**config.mk**
```make
export PLATFORM = sky130hd
export DESIGN_NAME = uep_ep0_quirks
export DESIGN_NICKNAME = d
export VERILOG_FILES = /design/src/uep_pkg.sv /design/src/uep_regbus_if.sv /design/src/uep_setup_mem.sv /design/src/uep_ahb_slave.sv /design/src/uep_ep0_quirks.sv
export SDC_FILE = /design/constraint.sdc
export NUM_CORES = 1
export LEC_CHECK = 0
export ABC_AREA = 1
export BUFFER_PORTS_ARGS = -buffer_cell sky130_fd_sc_hd__buf_2
export CORE_ASPECT_RATIO = 1.4
export CORE_MARGIN = 4
export CORE_UTILIZATION = 54
export DETAILED_ROUTE_END_ITERATION = 7
export PLACE_DENSITY = 0.84
export SLEW_MARGIN = 20
export SYNTH_ARGS = -nofsm -noshare
export SYNTH_HDL_FRONTEND = slang
export SYNTH_SLANG_ARGS = --single-unit
```
**constraint.sdc**
```tcl
create_clock -name CORE_CLK -period 3.4 [get_ports CORE_CLK]
set_input_delay 0.34 -clock CORE_CLK [delete_from_list [all_inputs] [get_ports CORE_CLK]]
set_output_delay 0.34 -clock CORE_CLK [all_outputs]
set_load 0.02 [all_outputs]
```
**src/uep_pkg.sv**
```systemverilog
// Constants, types and helpers shared by the control-endpoint request block.
// Contract
// - After reset completes the device detaches and waits for the master's enumerate command.
// - While reset is held the device cannot detach, so it stays attached.
// - Endpoint 4, 6, 8 length high bytes read back a wrong low nibble.
// - A device status answer always reports the self-powered bit as zero.
// - A SET_INTERFACE request raises the setup notification to the master.
// - Non-standard no-data requests are acknowledged only after the master writes zero count.
// - SET_INTERFACE status stage is acknowledged by the device itself.
// - Each setup packet overwrites the setup register; the master must read it first.
package uep_pkg;

    localparam int          DATA_W          = 32;
    localparam int          IDX_W           = 8;
    localparam int          BYTE_W          = 8;
    localparam int          SETUP_BYTES     = 8;
    localparam int          PTR_W           = 3;

    // Register indices; the byte address is four times the index.
    localparam logic [7:0]  IDX_EP4_LEN_HI  = 8'h0C;
    localparam logic [7:0]  IDX_EP6_LEN_HI  = 8'h0E;
    localparam logic [7:0]  IDX_EP8_LEN_HI  = 8'h10;
    localparam logic [7:0]  IDX_SETUP       = 8'h32;
    localparam logic [7:0]  IDX_EP0_COUNT   = 8'h33;
    localparam logic [7:0]  IDX_CTRL        = 8'h3C;
    localparam logic [7:0]  IDX_STATUS      = 8'h3D;
    localparam int          ADDR_IDX_LSB    = 2;

    localparam logic [7:0]  LEN_HI_RESET    = 8'h00;
    localparam logic [3:0]  LOW_NIBBLE_MASK = 4'hF;

    // Control register fields.
    localparam int          CTRL_ENUM_BIT   = 0;
    localparam int          CTRL_SELFPWR    = 1;
    localparam int          CTRL_RWU_BIT    = 2;
    localparam logic [2:0]  CTRL_RESET      = 3'h0;

    // Status register fields.
    localparam int          STAT_ATTACHED   = 0;
    localparam int          STAT_WAIT_CNT   = 1;
    localparam int          STAT_ACK_READY  = 2;
    localparam int          STAT_UNREAD     = 3;
    localparam int          STAT_OVERRUN    = 4;

    // Setup packet request fields.
    localparam logic [7:0]  REQ_SET_IFACE   = 8'h0B;
    localparam logic [7:0]  TYPE_SET_IFACE  = 8'h01;
    localparam logic [1:0]  TYPE_STANDARD   = 2'h0;

    localparam logic [1:0]  HTRANS_NONSEQ   = 2'h2;
    localparam logic [15:0] DEV_STATUS_ZERO = 16'h0000;

    typedef enum logic [2:0] {
        LINK_RESET    = 3'b001,
        LINK_DETACHED = 3'b010,
        LINK_ATTACHED = 3'b100
    } uep_link_t;

    typedef enum logic [2:0] {
        HS_IDLE  = 3'b001,
        HS_WAIT  = 3'b010,
        HS_READY = 3'b100
    } uep_hs_t;

    function automatic logic is_set_interface(input logic [63:0] pkt);
        is_set_interface = (pkt[7:0] == TYPE_SET_IFACE) && (pkt[15:8] == REQ_SET_IFACE);
    endfunction : is_set_interface

    function automatic logic is_nonstd_nodata(input logic [63:0] pkt);
        is_nonstd_nodata = (pkt[6:5] != TYPE_STANDARD) && (pkt[63:48] == 16'h0000);
    endfunction : is_nonstd_nodata

endpackage : uep_pkg

```
**src/uep_regbus_if.sv**
```systemverilog
// Internal register access carrier between the bus slave and the core.
`timescale 1ns/100ps
interface uep_regbus_if;
    import uep_pkg::*;

    logic                rd;
    logic                wr;
    logic [IDX_W-1:0]    rd_idx;
    logic [IDX_W-1:0]    wr_idx;
    logic [DATA_W-1:0]   wdata;
    logic [DATA_W-1:0]   rdata;

    modport slave_side
    (
        output rd,
        output wr,
        output rd_idx,
        output wr_idx,
        output wdata,
        input  rdata
    );

    modport core_side
    (
        input  rd,
        input  wr,
        input  rd_idx,
        input  wr_idx,
        input  wdata,
        output rdata
    );
endinterface : uep_regbus_if

```
**src/uep_setup_mem.sv**
```systemverilog
// Eight-byte setup packet store with a registered byte read port.
`timescale 1ns/100ps
module uep_setup_mem
(
    input  wire logic                                  clk,
    input  wire logic                                  wr_en,
    input  wire logic [63:0]                           wr_pkt,
    input  wire logic [uep_pkg::PTR_W-1:0]             rd_ptr,
    output logic      [uep_pkg::BYTE_W-1:0]            rd_byte
);
    import uep_pkg::*;

    logic [BYTE_W-1:0] mem [SETUP_BYTES];

    // A new packet replaces all eight bytes at once.
    always_ff @(posedge clk)
    begin
        if (wr_en)
        begin
            for (int i = 0; i < SETUP_BYTES; i++)
            begin
                mem[i] <= wr_pkt[i*BYTE_W +: BYTE_W];
            end
        end
    end

    always_ff @(posedge clk)
    begin
        rd_byte <= mem[rd_ptr];
    end
endmodule : uep_setup_mem

```
**src/uep_ahb_slave.sv**
```systemverilog
// AHB-Lite slave front end with zero wait states and registered read data.
`timescale 1ns/100ps
module uep_ahb_slave
(
    input  wire logic                          clk,
    input  wire logic                          rst_n,
    input  wire logic                          hsel,
    input  wire logic [uep_pkg::DATA_W-1:0]    haddr,
    input  wire logic [1:0]                    htrans,
    input  wire logic                          hwrite,
    input  wire logic                          hready,
    input  wire logic [uep_pkg::DATA_W-1:0]    hwdata,
    output logic      [uep_pkg::DATA_W-1:0]    hrdata,
    output logic                               hreadyout,
    output logic                               hresp,
    uep_regbus_if.slave_side                   bus
);
    import uep_pkg::*;

    logic              wr_pend_r;
    logic [IDX_W-1:0]  wr_idx_r;

    wire addr_phase = hsel && hready && htrans[1];
    wire take_read  = addr_phase && !hwrite;
    wire take_write = addr_phase && hwrite;

    assign bus.rd     = take_read;
    assign bus.rd_idx = haddr[ADDR_IDX_LSB +: IDX_W];
    assign bus.wr     = wr_pend_r;
    assign bus.wr_idx = wr_idx_r;
    assign bus.wdata  = hwdata;

    // Read data is latched at the address phase so it stands through the data phase.
    always_ff @(posedge clk)
    begin
        if (!rst_n)
        begin
            wr_pend_r <= 1'b0;
            wr_idx_r  <= '0;
            hrdata    <= '0;
            hreadyout <= 1'b0;
            hresp     <= 1'b0;
        end
        else
        begin
            wr_pend_r <= take_write;
            wr_idx_r  <= take_write ? haddr[ADDR_IDX_LSB +: IDX_W] : wr_idx_r;
            hrdata    <= take_read ? bus.rdata : hrdata;
            hreadyout <= 1'b1;
            hresp     <= 1'b0;
        end
    end
endmodule : uep_ahb_slave

```
**src/uep_ep0_quirks.sv**
```systemverilog
// Control endpoint request handling, attach control and register readback.
//
// Decided for this implementation: register access over AHB-Lite.
`timescale 1ns/100ps
module uep_ep0_quirks
(
    input  wire logic                          CORE_CLK,
    input  wire logic                          NRST,
    input  wire logic                          HSEL,
    input  wire logic [uep_pkg::DATA_W-1:0]    HADDR,
    input  wire logic [1:0]                    HTRANS,
    input  wire logic                          HWRITE,
    input  wire logic [2:0]                    HSIZE,
    input  wire logic                          HREADY,
    input  wire logic [uep_pkg::DATA_W-1:0]    HWDATA,
    output logic      [uep_pkg::DATA_W-1:0]    HRDATA,
    output logic                               HREADYOUT,
    output logic                               HRESP,
    input  wire logic                          SETUP_VALID,
    input  wire logic [63:0]                   SETUP_DATA,
    input  wire logic                          STATUS_REQ,
    output logic                               STATUS_ACK,
    output logic                               STATUS_NAK,
    output logic                               SETUP_EVT,
    output logic                               USB_ATTACH,
    output logic      [15:0]                   DEV_STATUS,
    output logic      [7:0]                    EP4_LEN_HIGH,
    output logic      [7:0]                    EP6_LEN_HIGH,
    output logic      [7:0]                    EP8_LEN_HIGH
);
    import uep_pkg::*;

    uep_regbus_if regbus ();

    // Register state.
    logic [7:0]        ep4_packet_length_high_r;
    logic [7:0]        ep6_packet_length_high_r;
    logic [7:0]        ep8_packet_length_high_r;
    logic [2:0]        ctrl_r;
    logic [PTR_W-1:0]  setup_ptr_r;
    logic [PTR_W-1:0]  setup_ptr_nxt;
    logic              unread_r;
    logic              unread_nxt;
    logic              overrun_r;
    logic              overrun_nxt;
    logic [BYTE_W-1:0] setup_byte;

    uep_link_t         link_r;
    uep_link_t         link_nxt;
    uep_hs_t           hs_r;
    uep_hs_t           hs_nxt;

    // Bus slave and setup packet store.
    uep_ahb_slave u_slave
    (
        .clk       (CORE_CLK),
        .rst_n     (NRST),
        .hsel      (HSEL),
        .haddr     (HADDR),
        .htrans    (HTRANS),
        .hwrite    (HWRITE),
        .hready    (HREADY),
        .hwdata    (HWDATA),
        .hrdata    (HRDATA),
        .hreadyout (HREADYOUT),
        .hresp     (HRESP),
        .bus       (regbus.slave_side)
    );

    uep_setup_mem u_setup
    (
        .clk     (CORE_CLK),
        .wr_en   (SETUP_VALID),
        .wr_pkt  (SETUP_DATA),
        .rd_ptr  (setup_ptr_r),
        .rd_byte (setup_byte)
    );

    // Write decode and setup read decode.
    wire wr_ep4    = regbus.wr && (regbus.wr_idx == IDX_EP4_LEN_HI);
    wire wr_ep6    = regbus.wr && (regbus.wr_idx == IDX_EP6_LEN_HI);
    wire wr_ep8    = regbus.wr && (regbus.wr_idx == IDX_EP8_LEN_HI);
    wire wr_ctrl   = regbus.wr && (regbus.wr_idx == IDX_CTRL);
    wire wr_status = regbus.wr && (regbus.wr_idx == IDX_STATUS);
    wire wr_count  = regbus.wr && (regbus.wr_idx == IDX_EP0_COUNT);
    wire wr_zero   = wr_count && (regbus.wdata[7:0] == 8'h00);
    wire rd_setup  = regbus.rd && (regbus.rd_idx == IDX_SETUP);

    // Setup packet classification.
    wire pkt_set_iface = is_set_interface(SETUP_DATA);
    wire pkt_wait_cnt  = is_nonstd_nodata(SETUP_DATA);

    // Stored length bytes drive the endpoints; the low nibble reads back corrupted.
    wire [7:0] ep4_rd = {ep4_packet_length_high_r[7:4],
                         ep4_packet_length_high_r[3:0] ^ LOW_NIBBLE_MASK};
    wire [7:0] ep6_rd = {ep6_packet_length_high_r[7:4],
                         ep6_packet_length_high_r[3:0] ^ LOW_NIBBLE_MASK};
    wire [7:0] ep8_rd = {ep8_packet_length_high_r[7:4],
                         ep8_packet_length_high_r[3:0] ^ LOW_NIBBLE_MASK};

    wire [7:0] status_rd;
    assign status_rd[STAT_ATTACHED]  = (link_r == LINK_ATTACHED);
    assign status_rd[STAT_WAIT_CNT]  = (hs_r == HS_WAIT);
    assign status_rd[STAT_ACK_READY] = (hs_r == HS_READY);
    assign status_rd[STAT_UNREAD]    = unread_r;
    assign status_rd[STAT_OVERRUN]   = overrun_r;
    assign status_rd[7:5]            = 3'h0;

    // Read multiplexer; unmapped indices read as zero.
    logic [7:0] rd_byte_sel;
    always_comb
    begin
        unique case (regbus.rd_idx)
            IDX_EP4_LEN_HI: rd_byte_sel = ep4_rd;
            IDX_EP6_LEN_HI: rd_byte_sel = ep6_rd;
            IDX_EP8_LEN_HI: rd_byte_sel = ep8_rd;
            IDX_SETUP:      rd_byte_sel = setup_byte;
            IDX_CTRL:       rd_byte_sel = {5'h00, ctrl_r};
            IDX_STATUS:     rd_byte_sel = status_rd;
            default:        rd_byte_sel = 8'h00;
        endcase
    end
    assign regbus.rdata = {24'h00_0000, rd_byte_sel};

    // Setup read pointer walks the eight bytes; a new packet restarts it.
    always_comb
    begin
        setup_ptr_nxt = setup_ptr_r;
        if (SETUP_VALID)
        begin
            setup_ptr_nxt = '0;
        end
        else if (rd_setup)
        begin
            setup_ptr_nxt = setup_ptr_r + 3'd1;
        end
    end

    // A packet that lands on an unread one is flagged; a new event beats the clear.
    always_comb
    begin
        unread_nxt  = unread_r;
        overrun_nxt = overrun_r;
        if (rd_setup)
        begin
            unread_nxt = 1'b0;
        end
        if (wr_status && regbus.wdata[STAT_OVERRUN])
        begin
            overrun_nxt = 1'b0;
        end
        if (SETUP_VALID)
        begin
            unread_nxt  = 1'b1;
            overrun_nxt = overrun_r || unread_r;
        end
    end

    // Attach sequencing: attached while held in reset, detached after release.
    always_comb
    begin
        link_nxt = link_r;
        unique case (link_r)
            LINK_RESET:
            begin
                link_nxt = LINK_DETACHED;
            end
            LINK_DETACHED:
            begin
                if (wr_ctrl && regbus.wdata[CTRL_ENUM_BIT])
                begin
                    link_nxt = LINK_ATTACHED;
                end
            end
            LINK_ATTACHED:
            begin
                if (wr_ctrl && !regbus.wdata[CTRL_ENUM_BIT])
                begin
                    link_nxt = LINK_DETACHED;
                end
            end
        endcase
    end

    // Status stage handshake; a new setup packet always restarts it.
    always_comb
    begin
        hs_nxt = hs_r;
        if (SETUP_VALID)
        begin
            if (pkt_set_iface)
            begin
                hs_nxt = HS_READY;
            end
            else if (pkt_wait_cnt)
            begin
                hs_nxt = HS_WAIT;
            end
            else
            begin
                hs_nxt = HS_READY;
            end
        end
        else
        begin
            unique case (hs_r)
                HS_IDLE:
                begin
                    hs_nxt = HS_IDLE;
                end
                HS_WAIT:
                begin
                    if (wr_zero)
                    begin
                        hs_nxt = HS_READY;
                    end
                end
                HS_READY:
                begin
                    if (STATUS_REQ)
                    begin
                        hs_nxt = HS_IDLE;
                    end
                end
            endcase
        end
    end

    // Length registers and control register.
    always_ff @(posedge CORE_CLK)
    begin
        if (!NRST)
        begin
            ep4_packet_length_high_r <= LEN_HI_RESET;
            ep6_packet_length_high_r <= LEN_HI_RESET;
            ep8_packet_length_high_r <= LEN_HI_RESET;
            ctrl_r                   <= CTRL_RESET;
        end
        else
        begin
            ep4_packet_length_high_r <= wr_ep4 ? regbus.wdata[7:0] : ep4_packet_length_high_r;
            ep6_packet_length_high_r <= wr_ep6 ? regbus.wdata[7:0] : ep6_packet_length_high_r;
            ep8_packet_length_high_r <= wr_ep8 ? regbus.wdata[7:0] : ep8_packet_length_high_r;
            ctrl_r                   <= wr_ctrl ? regbus.wdata[2:0] : ctrl_r;
        end
    end

    // Sequencing state.
    always_ff @(posedge CORE_CLK)
    begin
        if (!NRST)
        begin
            link_r      <= LINK_RESET;
            hs_r        <= HS_IDLE;
            setup_ptr_r <= '0;
            unread_r    <= 1'b0;
            overrun_r   <= 1'b0;
        end
        else
        begin
            link_r      <= link_nxt;
            hs_r        <= hs_nxt;
            setup_ptr_r <= setup_ptr_nxt;
            unread_r    <= unread_nxt;
            overrun_r   <= overrun_nxt;
        end
    end

    // Registered outputs toward the link and the endpoints.
    always_ff @(posedge CORE_CLK)
    begin
        if (!NRST)
        begin
            USB_ATTACH   <= 1'b1;
            SETUP_EVT    <= 1'b0;
            STATUS_ACK   <= 1'b0;
            STATUS_NAK   <= 1'b0;
            DEV_STATUS   <= DEV_STATUS_ZERO;
            EP4_LEN_HIGH <= LEN_HI_RESET;
            EP6_LEN_HIGH <= LEN_HI_RESET;
            EP8_LEN_HIGH <= LEN_HI_RESET;
        end
        else
        begin
            USB_ATTACH   <= (link_nxt == LINK_ATTACHED);
            SETUP_EVT    <= SETUP_VALID;
            STATUS_ACK   <= STATUS_REQ && !SETUP_VALID && (hs_r == HS_READY);
            STATUS_NAK   <= STATUS_REQ && !SETUP_VALID && (hs_r != HS_READY);
            DEV_STATUS   <= {14'h0000, ctrl_r[CTRL_RWU_BIT], 1'b0};
            EP4_LEN_HIGH <= ep4_packet_length_high_r;
            EP6_LEN_HIGH <= ep6_packet_length_high_r;
            EP8_LEN_HIGH <= ep8_packet_length_high_r;
        end
    end
endmodule : uep_ep0_quirks

```
==> results_dict.tcl <==
set metrics [dict create \
    critPathKind "flop to flop" \
    clock_power_share 0.436 \
    drc 0 \
    vias_per_cell 5.031 \
    r2r-start "setup_ptr_r[0]" \
    synth_ff_type "dfxtp_1" \
    clock.fmax_ghz 0.5696 \
    cts_tree "done" \
    io-pin-count 218 \
    syn_inst 697 \
    ff2ff_path_depth 6 \
    final_common_cell "buf_2" \
    cts_root_buffer "clkbuf_16" \
    cp_max_fo 34 \
    switchingPower_mw 0.9495 \
    synth-edff-count 64 \
    fin_area_sq_mm 0.007538 \
    p_sw_frac 0.2324 \
    crit_path_end_kind "flop" \
    ys_types 32 \
    peakVddDrop_uv 443.5 \
    io_buffers 125 \
    synth_area_per_cell_sq_um 9.234 \
    wirelength_um 13870 \
    hold_viol 0 \
    min_period_over_period 0.5163 \
    ctsLongestPathBuffers 2 \
    comb_power_share 0.057 \
    cts_setup_buffers 0 \
    core_area_sq_mm 0.01151 \
    leakagePower_nw 3.416 \
    crit_required_ps 3760 \
    antenna_found_initial 0 \
    setup-violations-final 0 \
    whs_path_depth 1 \
    final_nets 960 \
    post_dp_cell_area_sq_mm 0.006975 \
    crit_family "buffers and inverters" \
    synthToLayoutAreaGrowth_pct 17.13 \
    crit_chain "buf_4 > inv_2 > nor2_1 > o32ai_1 > nand2_1 > nand2_1" \
    netlist_area_sq_mm 0.006436 \
    initial_utilization 0.5591 \
    grt_pass1_wl_um 21600 \
    most-common-layout-cells "125 x buf_2, 114 x nor2_1, 92 x dfxtp_1" \
    whs_endpoint "u_setup.mem[4][5]" \
    ant_nets 0 \
    arrival_ps 2110 \
    grtUsageTotal 0.2023 \
    drv_slew 0 \
    finalCriticalPeriod_ps 1755 \
    hold-worst-slack_ps 95.64 \
    synth_seq_cells 157 \
    min_path_type "input port to flop" \
    grt.overflow.total 0 \
    wl_per_cell_um 14.21 \
    status "complete, no violations" \
    r2r_end "u_setup.rd_byte[4]" \
    ys_warn_count 0 \
    crit_slowest_cell "inv_2" \
    synthArstFlopShare 0 \
    tightest_slew_ps 662.6 \
    ys_seq_area_frac 0.5879 \
    worstHoldStart "SETUP_DATA[37]" \
    critPathBufInv 2 \
    r2r_slack_ps 1640 \
    dp_hpwl_um 9952 \
    first_pass_iters 5 \
    cts_hold_buffers 0 \
    clkSlewWorstSetupHoldPaths_ps 60 \
    cp_common_cell "nand2_1" \
    htreeDepth 4 \
    power.total_mw 4.086 \
    powerDensity_mw_per_mm2 542.0 \
    dieArea_sq_mm 0.01375 \
    final_layout_size_suffix_gt1_frac 0.2380 \
    intPower_mw 3.136 \
    ctsResizeCount 0 \
    chipWidth_um 100.3 \
    setup_tns_ps 0 \
    gp_congestion 0.8997 \
    cts_sinks 157 \
    vias 4910 \
    grt_max_degree 50 \
    first_iter_violations 224 \
    pwr-share-seq 0.507 \
    n_antenna_cell 0 \
    die_h_um 137.2 \
    grt_setup_unrepaired "false" \
    fin_skew_ps 8.265 \
    rows 46 \
    slowest_delay_ps 470 \
    relSlewSlack 0.5582 \
    max_cap_viol_count 0 \
    critPathLaunchType "flop" \
    grt_pass1_vias 4681 \
    numCtsBuffers 17 \
    clk_latency_ps 410 \
]
-- stage by stage --
step | instances | setup slack [ps] | util
CTS | 976 | 1618 | 0.6548
detailed placement | 944 | 1600 | 0.6060
finish | 976 | 1645 | 0.6549
global placement | 944 | 1630 | 0.6060
floorplan | 736 | 2230 | -
global route | 976 | 1494 | 0.6549
-- final cells by class --
cell class | instances | area (sq um)
flip-flops and latches | 157 | 3785
repair buffers | 128 | 648.1
clock buffers | 17 | 425.4
well taps | 144 | 180.2
fillers | 938 | 3973
clock inverters | 15 | 136.4
inverters | 78 | 292.8
multi-input cells | 437 | 2071
-- logic make-up (layout without fill, tap and decap cells) --
kind of cell / count (synthesis) / count (layout) / share of synthesized area
DFF: 157 / 157 / 0.5879
buffers and inverters: 142 / 238 / 0.1131
adders and majority gates: 1 / 1 / 0.001944
AOI/OAI and AO/OA: 126 / 126 / 0.1094
and+or+nand+nor: 270 / 270 / 0.1870
other: 1 / 40 / 0.0005826
-- routing by layer --
layer / GRT usage / share of wire
met2: 0.3809 / 0.55
met1: 0.2196 / 0.37
met3: 0.04965 / 0.070
met4: 0.06517 / 0.015
met5: 0 / 0
-- how the worst max path moves through the flow --
stage                   start                 end  slack (ps)  depth (start not counted)
2_1_floorplan        HADDR[2]      setup_ptr_r[2]        2230                          8
3_3_place_gp      SETUP_VALID             hs_r[2]        1630                         10
3_5_place_dp      SETUP_VALID             hs_r[2]        1600                         10
4_1_cts        setup_ptr_r[0]  u_setup.rd_byte[4]        1620                          6
5_1_grt        setup_ptr_r[0]  u_setup.rd_byte[1]        1490                          6
6_report       setup_ptr_r[0]  u_setup.rd_byte[4]        1640                          6
-- power groups by stage --
stage          clock network (mW)  logic, mW  registers, mW
2_1_floorplan                   0      0.160           2.11
3_3_place_gp                    0      0.226           2.11
3_5_place_dp                    0      0.229           2.11
4_1_cts                      1.81      0.230           2.07
5_1_grt                      1.90      0.255           2.08
6_report                     1.78      0.231           2.07
-- flip-flops by register name, summed over array words and instances, names as in the netlist, 8 cells and up --
register and cells:
u_slave.hrdata 8, ep4_packet_length_high_r 8, EP4_LEN_HIGH 8, EP8_LEN_HIGH 8, EP6_LEN_HIGH 8, ep8_packet_length_high_r 8, ep6_packet_length_high_r 8, u_setup.rd_byte 8
u_slave.bus.wr_idx 8, u_setup.mem 64
-- synth_stat cells (3+ instances only) --
cell type  instances  area share
nand3_1           31       0.024
clkbuf_1           8      0.0047
o21ai_0           58       0.045
nor3_1             5      0.0039
edfxtp_1          64        0.30
nor2_4             7       0.012
nor2_1           114       0.066
o21ai_1           14       0.011
nand2_2           12       0.012
inv_1             69       0.040
a21oi_1           31       0.024
nand2_1           89       0.052
buf_4             45       0.052
buf_2              9      0.0070
dfxtp_1           93        0.29
inv_2              8      0.0047
nor3_2             3      0.0047
o22ai_1            4      0.0039
o32ai_1           16       0.022
Note: power is estimated with default switching activity, not from simulation.
